`src/core/sram_ctl_pkg.sv`:
```
// constants for the static memory module controller
// assumes a 200 MHz system clock and the fastest speed grade of the module
package sram_ctl_pkg;
  // clock period in picoseconds
  localparam int CLK_PERIOD_PS = 5000;
  // module organisation
  localparam int ADDR_W = 16;
  localparam int DATA_W = 32;
  localparam int LANES = 4;
  localparam int LANE_W = 8;
  // times in nanoseconds, as printed for the fastest grade
  localparam int T_READ_CYCLE_NS = 20;
  localparam int T_WRITE_CYCLE_NS = 20;
  localparam int T_ADDR_ACCESS_NS = 20;
  localparam int T_GATE_ACCESS_NS = 10;
  localparam int T_WRITE_PULSE_NS = 15;
  localparam int T_WRITE_PULSE_GH_NS = 12;
  localparam int T_FLOAT_NS = 8;
  localparam int T_WRITE_RECOVER_NS = 4;
  // least times round up, access waits are least times for the host too
  localparam int C_READ_CYCLE =
    (T_READ_CYCLE_NS * 1000 + CLK_PERIOD_PS - 1) / CLK_PERIOD_PS;
  localparam int C_ADDR_ACCESS =
    (T_ADDR_ACCESS_NS * 1000 + CLK_PERIOD_PS - 1) / CLK_PERIOD_PS;
  localparam int C_WRITE_CYCLE =
    (T_WRITE_CYCLE_NS * 1000 + CLK_PERIOD_PS - 1) / CLK_PERIOD_PS;
  localparam int C_WRITE_PULSE =
    (T_WRITE_PULSE_NS * 1000 + CLK_PERIOD_PS - 1) / CLK_PERIOD_PS;
  localparam int C_WRITE_PULSE_GH =
    (T_WRITE_PULSE_GH_NS * 1000 + CLK_PERIOD_PS - 1) / CLK_PERIOD_PS;
  localparam int C_FLOAT =
    (T_FLOAT_NS * 1000 + CLK_PERIOD_PS - 1) / CLK_PERIOD_PS;
  localparam int C_WRITE_RECOVER =
    (T_WRITE_RECOVER_NS * 1000 + CLK_PERIOD_PS - 1) / CLK_PERIOD_PS;
  // width of the phase counter
  localparam int CNT_W = 4;
  // controller states, gray coded along idle-read-write-write hold-recovery
  typedef enum logic [2:0] {
    ST_IDLE = 3'b000,
    ST_RD = 3'b001,
    ST_WR = 3'b011,
    ST_WR_HOLD = 3'b010,
    ST_REC = 3'b110
  } state_t;
endpackage : sram_ctl_pkg

```
`src/core/sram_sync3.sv`:
```
// three-stage input synchroniser with agreement filter
// assumes the input is asynchronous to sys_clk
module sram_sync3 #(
  parameter int W = 32
) (
  // clock and reset
  input wire logic sys_clk,
  input wire logic rst_n,
  // raw and settled value
  input wire logic [W-1:0] raw,
  output logic [W-1:0] settled
);
  typedef struct packed {
    logic [W-1:0] s1;
    logic [W-1:0] s2;
    logic [W-1:0] s3;
    logic [W-1:0] out;
  } sync_t;
  sync_t st;
  sync_t next_st;

  // shift chain; first stage feeds only the second
  always_comb begin
    next_st = st;
    next_st.s1 = raw;
    next_st.s2 = st.s1;
    next_st.s3 = st.s2;
    // a change counts when stages two and three agree, bit by bit
    for (int i = 0; i < W; i++) begin
      if (st.s2[i] == st.s3[i]) begin
        next_st.out[i] = st.s3[i];
      end
    end
  end

  // state register
  always_ff @(posedge sys_clk or negedge rst_n) begin
    if (!rst_n) begin
      st <= '0;
    end else begin
      st <= next_st;
    end
  end

  assign settled = st.out;
endmodule : sram_sync3

```
`src/core/sram_host_ctl.sv`:
```
// host controller for a 64k x 32 asynchronous static memory module
// assumes the module pins are wired straight to these ports and a wrapper
// resolves the shared data bus from the per-bit output enables
module sram_host_ctl
  import sram_ctl_pkg::*;
#(
  parameter int AW = sram_ctl_pkg::ADDR_W,
  parameter int DW = sram_ctl_pkg::DATA_W,
  parameter int NL = sram_ctl_pkg::LANES
) (
  // clock and reset
  input wire logic sys_clk,
  input wire logic rst_n,
  // user request
  input wire logic req_valid,
  input wire logic req_write,
  input wire logic req_gate_off,
  input wire logic [AW-1:0] req_addr,
  input wire logic [DW-1:0] req_wdata,
  input wire logic [NL-1:0] req_lanes,
  output logic req_ready,
  // user answer
  output logic rsp_valid,
  output logic [DW-1:0] rsp_rdata,
  // module pins
  output logic [AW-1:0] mem_addr,
  output logic [NL-1:0] lane_on_n_bus,
  output logic gate_n,
  output logic write_n,
  input wire logic [DW-1:0] shared_data_bus_in,
  output logic [DW-1:0] shared_data_bus_out,
  output logic [DW-1:0] shared_data_bus_oe_n
);
  import sram_ctl_pkg::*;

  // elaboration check: lanes must tile the word, counter must reach
  // the read wait; anything else is refused before it can misbehave
  // fixed address width; word width set by the lanes
  if (AW != ADDR_W || DW != NL * LANE_W || NL < 1 ||
      C_ADDR_ACCESS + 3 >= (1 << CNT_W)) begin : g_bad_width
    $error("sram_host_ctl: unsupported width parameters");
  end

  // all controller state in one record
  typedef struct packed {
    state_t fsm;
    logic [CNT_W-1:0] cnt;
    logic wr_gate_off;
    logic [NL-1:0] lanes;
    logic ready;
    logic rsp;
    logic [DW-1:0] rdata;
    logic [AW-1:0] addr;
    logic [NL-1:0] lane_n;
    logic gate_n;
    logic write_n;
    logic [DW-1:0] dout;
    logic [DW-1:0] oe_n;
  } ctl_t;
  ctl_t st;
  ctl_t next_st;

  // settled copy of the data bus
  // lags the pins by four cycles; the read wait covers it
  logic [DW-1:0] bus_sync;

  // bus input crosses in from the asynchronous module
  sram_sync3 #(
    .W(DW)
  ) u_sync (
    .sys_clk(sys_clk),
    .rst_n(rst_n),
    .raw(shared_data_bus_in),
    .settled(bus_sync)
  );

  // lane mask widened to bit level
  function automatic logic [DW-1:0] lane_bits(input logic [NL-1:0] l);
    logic [DW-1:0] m;
    m = '0;
    for (int i = 0; i < NL; i++) begin
      m[i*LANE_W +: LANE_W] = {LANE_W{l[i]}};
    end
    return m;
  endfunction : lane_bits

  // sequencing of one access at a time
  always_comb begin
    next_st = st;
    next_st.rsp = 1'b0;
    case (st.fsm)
      ST_IDLE: begin
        // idle: advertise readiness, take one request
        next_st.ready = 1'b1;
        if (req_valid && st.ready) begin
          next_st.ready = 1'b0;
          // address presented with the lane enables
          next_st.addr = req_addr;
          next_st.lanes = req_lanes;
          next_st.lane_n = ~req_lanes;
          next_st.cnt = '0;
          next_st.wr_gate_off = req_gate_off;
          if (req_write) begin
            // gate held high so output never fights data
            next_st.gate_n = 1'b1;
            // strobe falls with the lanes, host drives the enabled lanes
            next_st.write_n = 1'b0;
            next_st.dout = req_wdata;
            next_st.oe_n = ~lane_bits(req_lanes);
            next_st.fsm = ST_WR;
          end else begin
            next_st.write_n = 1'b1;
            // lanes and gate stand while the address holds
            // gate stays high if caller wants no data
            next_st.gate_n = req_gate_off;
            next_st.oe_n = '1;
            next_st.fsm = ST_RD;
          end
        end
      end
      ST_RD: begin
        next_st.cnt = st.cnt + 1'b1;
        // wait address access plus synchroniser depth
        // address held for the full read cycle
        if (int'(st.cnt) >= C_ADDR_ACCESS + 3 &&
            int'(st.cnt) >= C_READ_CYCLE - 1) begin
          // data taken before the address moves
          next_st.rdata = st.gate_n ? '0 : (bus_sync & lane_bits(st.lanes));
          next_st.rsp = 1'b1;
          next_st.lane_n = '1;
          // release gate with lanes; float delay is next phase
          next_st.gate_n = 1'b1;
          next_st.cnt = '0;
          next_st.fsm = ST_REC;
        end
      end
      ST_WR: begin
        next_st.cnt = st.cnt + 1'b1;
        // strobe low time, gate-high minimum when wr_gate_off is set; both round to three cycles
        if (int'(st.cnt) >= (st.wr_gate_off ? C_WRITE_PULSE_GH :
                                             C_WRITE_PULSE) - 1) begin
          next_st.write_n = 1'b1;
          next_st.lane_n = '1;
          next_st.fsm = ST_WR_HOLD;
        end
      end
      ST_WR_HOLD: begin
        // data held one cycle past the strobe end
        next_st.cnt = st.cnt + 1'b1;
        next_st.oe_n = '1;
        next_st.rsp = 1'b1;
        next_st.fsm = ST_REC;
      end
      ST_REC: begin
        next_st.cnt = st.cnt + 1'b1;
        // cycle spacing; float and recovery gap
        if (int'(st.cnt) >= C_WRITE_CYCLE - 1 &&
            int'(st.cnt) >= C_FLOAT + C_WRITE_RECOVER) begin
          next_st.cnt = '0;
          next_st.ready = 1'b1;
          next_st.fsm = ST_IDLE;
        end
      end
      default: begin
        // stray codes fall back to idle
        next_st.fsm = ST_IDLE;
      end
    endcase
  end

  // state register
  always_ff @(posedge sys_clk or negedge rst_n) begin
    if (!rst_n) begin
      // pins parked inactive so the module floats
      st <= '0;
      st.fsm <= ST_IDLE;
      st.lane_n <= '1;
      st.gate_n <= 1'b1;
      st.write_n <= 1'b1;
      st.oe_n <= '1;
    end else begin
      st <= next_st;
    end
  end

  // outputs straight from the record
  assign req_ready = st.ready;
  assign rsp_valid = st.rsp;
  assign rsp_rdata = st.rdata;
  assign mem_addr = st.addr;
  assign lane_on_n_bus = st.lane_n;
  assign gate_n = st.gate_n;
  assign write_n = st.write_n;
  assign shared_data_bus_out = st.dout;
  assign shared_data_bus_oe_n = st.oe_n;
endmodule : sram_host_ctl

```
`config.mk`:
```
export PLATFORM = sky130hd
export DESIGN_NAME = sram_host_ctl
export DESIGN_NICKNAME = d
export VERILOG_FILES = /design/src/core/sram_ctl_pkg.sv /design/src/core/sram_sync3.sv /design/src/core/sram_host_ctl.sv
export SDC_FILE = /design/constraint.sdc
export NUM_CORES = 1
export LEC_CHECK = 0
export BUFFER_PORTS_ARGS = -buffer_cell sky130_fd_sc_hd__buf_4
export CORE_AREA = 2 2 134 136
export DETAILED_ROUTE_END_ITERATION = 10
export DIE_AREA = 0 0 136 138
export GPL_ROUTABILITY_DRIVEN = 0
export PLACE_DENSITY = 0.75
export SLEW_MARGIN = 30
export SYNTH_ARGS = -nofsm -noshare
export SYNTH_HDL_FRONTEND = slang
export SYNTH_SLANG_ARGS = --single-unit
```
`constraint.sdc`:
```
create_clock -name sys_clk -period 2.1 [get_ports sys_clk]
set_input_delay 0.105 -clock sys_clk [delete_from_list [all_inputs] [get_ports sys_clk]]
set_output_delay 0.105 -clock sys_clk [all_outputs]
set_load 0.005 [all_outputs]
```
# == After elaboration in Yosys (flattened, before gate mapping) ==
# Cells that the tools add are included.
# classes
n_addsub,1
multipliers,0
n_div,0
order_cmp,3
eq_ne,40
n_shift,0
n_mux,23
bitwise_logic,3
n_reduce_logical,20
# op_table
cell,n
32-bit 2-to-1 mux,3
70-bit 2-to-1 mux,1
32-bit one-hot mux with 2 select lines,1
33-bit 2-to-1 mux,1
32-bit bitwise AND,1
1-bit equality test,32
32-bit NOT,1
4-bit one-hot mux with 4 select lines,1
3-bit one-hot mux with 5 select lines,1
7-bit 2-to-1 mux,2
13-bit 2-to-1 mux,1
4-bit one-hot mux with 3 select lines,1
2-bit AND reduction,5
3-bit AND reduction,3
4-bit by 2-bit greater-or-equal comparator with 1-bit output (second input constant),2
2-bit inequality test (second input constant),4
1-bit one-hot mux with 2 select lines,4
4-bit AND reduction,2
2-bit nonzero test,4
3-bit by 2-bit equality test with 1-bit output (second input constant),2
5-bit 2-to-1 mux,1
4-bit by 1-bit adder with 4-bit output (second input constant),1
4-bit by 3-bit greater-or-equal comparator with 1-bit output (second input constant),1
2-bit 2-to-1 mux,2
11 further kinds,13
# totals
reg_bits,260
latchBits,0
ram_bits,0
romBits,0
in_bits,89
mem_count,0

# == Logic depth before layout (Yosys ltp) ==
# logic_depth
word_depth,4
depth_mapped,7

# == By module ==
# A second synthesis with hierarchy kept.
# hier_totals
cells_unflattened,705
area_unflattened_um2,8863.5
# modules_own_cells
module,n_inst,cells_each,area_each_um2
sram_host_ctl,1,513,5059.9
sram_sync3,1,192,3803.6

# == Worst setup path after synthesis ==
# Ideal clock, no wire load.
# synth_timing
kind,flip-flop to flip-flop
startpoint,register st[129] (netlist name)
endpoint,register st (netlist bit shared_data_bus_out[13])
arrival_ns,1.637
t_required_ns,1.972
slack_ns,0.335
stages_incl_launch_ff,8
path_buffers,3
synth_period_minus_slack_ns,1.765
cell_sequence,dfrtp_1 -> nor3_2 -> and3_1 -> clkbuf_1 -> and2_1 -> buf_4 -> buf_4 -> mux2_1
# synth_between
elab_chain_len,2
# synth_rtl
element,line,rtl
from (decl),sram_host_ctl.sv:60,ctl_t st;
from (signal assigned),sram_host_ctl.sv:182,st <= next_st;
3-bit zero test,sram_host_ctl.sv:91,case (st.fsm)
3-bit AND reduction (no source line),--,
# No other way between the ends.
# A chain may end at the register's enable or synchronous reset.

# == Worst setup path in the final report ==
# layout_timing
startpoint,register st[129] (netlist name)
endpoint,"register, netlist name gate_n"
# layout_between
elab_chain_len,3
elab_cells_between_ends,7
classes_between,eq/ne (3); mux (1); reduce/logical (3)
# layout_rtl
element,line
3-bit by 1-bit equality test with 1-bit output / 3-bit zero test (equally long branches),sram_host_ctl.sv:91
2-bit inequality test (no source line) / 2-bit nonzero test (equally long branches),--
3-bit AND reduction (no source line),--
# Parallel ways exist; a longest one is shown, timed or not.

==> flow_metrics.tcl <==
set metrics [dict create \
    seq_power_share_pct 43.4 \
    yosysMostFrequentCell "dfrtp_1" \
    post_cts_resized 0 \
    syn_nets 757 \
    p_int_uw 10000 \
    cts_made_buffers 23 \
    finalSetupViolCount 0 \
    syn_inst 666 \
    area_growth_pct 32.6 \
    port_buffers 208 \
    power_switching_uw 3690 \
    rsz0062_at_grt "no" \
    die_area_um2 18800 \
    finalHoldViolCount 0 \
    via_per_inst 4.75 \
    cpMaxStageDelayCell "dlygate4sd3_1" \
    p_total_uw 13700 \
    synth_area_per_cell_um2 12.8 \
    synth_common_cells "221 x dfrtp_1, 131 x nand2_1, 118 x buf_4" \
    post-route-min-period_ns 1.94 \
    dp_hpwl_um 10200 \
    path_clk_slew_ns 0.07 \
    grt-ovfl-total 0 \
    tritoncts "built" \
    h-tree-depth 1 \
    crit_path_cell_trace "nor3_2 > nand3_1 > buf_4 > nor3_1 > dlygate4sd3_1 > nor2_1" \
    p_sw_share_pct 26.9 \
    ios 209 \
    fmax_mhz 515 \
    cp_slowest_stage_delay_ns 0.61 \
    worstPathArrival_ns 2.37 \
    wl_per_cell_um 15.4 \
    drive_gt1_share_pct 32.0 \
    cts_buffer_depth 3 \
    clkPwrFrac_pct 32.9 \
    yosys.area.top_type "dfrtp_1" \
    outcome "finished clean" \
    tightest_slew_ns 0.743 \
    synth_edf_count 0 \
    drc 0 \
    fp.dieH_um 138 \
    maxSlewViolCount 0 \
    slew_headroom_pct 50.4 \
    path_max_fanout 28 \
    grt_pass1_vias 5537 \
    path_class "reg -> reg" \
    worst_setup_path_start_kind "flip-flop" \
    grt_pass1_wl_um 27300 \
    cts_root_buffer "clkbuf_16" \
    start_util_pct 48.6 \
    irDropWorstVdd_mv 0.880 \
    cts_num_sinks 231 \
    ant_nets 0 \
    diodes 0 \
    core_um2 17500 \
    synth_area_um2 8530 \
    synthDistinctLibCells 35 \
    post-route-period-util_pct 92.5 \
    synth-seq-cells 231 \
    clock_skew_ns 0.0104 \
    synth_top_area_share_pct 64.8 \
    antenna_found_initial 0 \
    ys_top_cells_by_area "dfrtp_1 65%, buf_4 10%, nand2_1 5.8%, maj3_1 3.8%, mux2_1 3.7%" \
    drt-initial-drc-count 269 \
    async_flop_share_pct 100 \
    first_pass_iters 4 \
    power_density_nw_per_um2 1210 \
    cap_violations 0 \
    dr_total_vias 5270 \
    track_usage_pct 18.0 \
    rows 49 \
    grt_max_degree 67 \
    p_leak_uw 0.00551 \
    setup-tns-final_ns 0 \
    critPathRequiredTime_ns 2.53 \
    ys_warn_count 0 \
    synth_top_flop_cell "dfrtp_1" \
    die_x_um 136 \
    ys_seq_area_share_pct 67.9 \
    min-delay-path-class "in -> reg" \
    wl_um 17000 \
    insertion_delay_ns 0.50 \
    fin_nets 955 \
    end_kind "flip-flop" \
    comb_power_share_pct 23.8 \
]
## stage by stage
step                util [%]  setup slack [ns]  std cells  hold WS [ns]  area [µm²]
floorplan                  -             0.335        666        -0.191        8530
global placement        54.6             0.373        980        0.0836        9580
detailed placement      54.6             0.303        980        0.0877        9580
CTS                     64.5             0.174       1109        0.0824       11300
global route            64.5            0.0576       1109         0.139       11300
finish                  64.5             0.157       1109         0.100       11300
## cell families (layout without fill, tap and decap cells)
| logic type | Yosys count | after routing | synth area share [%] |
|---|---|---|---|
| xor gates and xnor gates | 1 | 1 | 0.103 |
| and+or+nand+nor | 199 | 199 | 9.98 |
| buffers and inverters | 141 | 355 | 11.6 |
| adders and majority gates | 34 | 34 | 4.05 |
| muxes | 33 | 33 | 4.34 |
| AOI/OAI and AO/OA | 27 | 27 | 2.01 |
| DFF | 231 | 231 | 67.9 |
## worst max-delay path: cells and delay by family (launching register included)
family	cells	cell delay [ns]
buffers and inverters	2	0.85
DFF	1	0.45
and+or+nand+nor	4	0.58
## cells in the final DEF, fill, tap and decap left out, drive strengths merged, types with 2 or more instances in the layout
| cell type | synthesis | routed |
|---|---|---|
| dlygate4sd3 | 0 | 88 |
| nor3 | 4 | 4 |
| nand3 | 35 | 35 |
| o21ai | 9 | 9 |
| nor2b | 5 | 5 |
| inv | 2 | 3 |
| dfstp | 10 | 10 |
| nor4 | 2 | 2 |
| nand2b | 2 | 2 |
| dfrtp | 221 | 221 |
| clkbuf | 18 | 28 |
| bufinv | 0 | 5 |
| or3 | 2 | 2 |
| a21oi | 8 | 8 |
| mux2 | 32 | 32 |
| clkinvlp | 0 | 4 |
| a2bb2oi | 4 | 4 |
| ha | 2 | 2 |
| buf | 121 | 224 |
| and2 | 2 | 2 |
| clkinv | 0 | 3 |
| maj3 | 32 | 32 |
| nor2 | 13 | 13 |
| nand2 | 131 | 131 |
## routing by layer
layer | routed length (µm) | part of all wire [%] | GRT usage (%) | up-vias
met2 | 8530 | 50 | 31.1 | 167
met5 | 0 | 0 | 0 | -
met1 | 7130 | 42 | 23.4 | 2617
met3 | 992 | 5.8 | 3.30 | 32
met4 | 367 | 2.2 | 4.88 | 0
li1 | - | - | - | 2454
## final cells by class
cell class / count / area, µm²
clock inverter: 13 / 208
fill: 1295 / 6220
sequential: 231 / 5790
clock buffer: 28 / 644
tap: 229 / 287
timing repair buffer: 312 / 2620
inverter: 2 / 7.51
multi-input combinational: 294 / 1750
## power by group through the flow
stage	Clock, µW	Combinational (µW)	Sequential [µW]
2_1_floorplan	0	2400	5850
3_3_place_gp	0	3030	5990
3_5_place_dp	0	3140	6020
4_1_cts	4630	3280	5950
5_1_grt	4800	3600	6070
6_report	4510	3260	5960
## state kept, by name, summed over array words and instances (netlist names)
name                  count
gate_n                    1
lane_on_n_bus             4
mem_addr                 16
req_ready                 1
rsp_rdata                32
rsp_valid                 1
shared_data_bus_oe_n      4
shared_data_bus_out      32
st                       11
u_sync.next_st           64
u_sync.settled           32
u_sync.st                32
write_n                   1
## path summary, 6_finish.rpt
path | cells after the start | slack (ns) | end | startpoint
max | 6 | 0.16 | gate_n | st[129]
min | 5 | 0.10 | shared_data_bus_oe_n[7] | req_valid
max reg2reg | 6 | 0.16 | gate_n | st[129]
min reg2reg | 0 | 0.35 | u_sync.next_st[46] | u_sync.next_st[78]
max in group asynchronous | 3 | 1.24 | shared_data_bus_oe_n[30] | rst_n
min in group asynchronous | 2 | 0.15 | u_sync.next_st[84] | rst_n
## repair_timing
| item | 4_1_cts | 5_1_grt |
|---|---|---|
| setup endpoints to repair | 0 | 0 |
| buffers inserted | 0 | 0 |
| hold buffers | 88 | 0 |
| endpoints found under the hold margin | 236 | 0 |
Power figures use the tool's default switching activity.
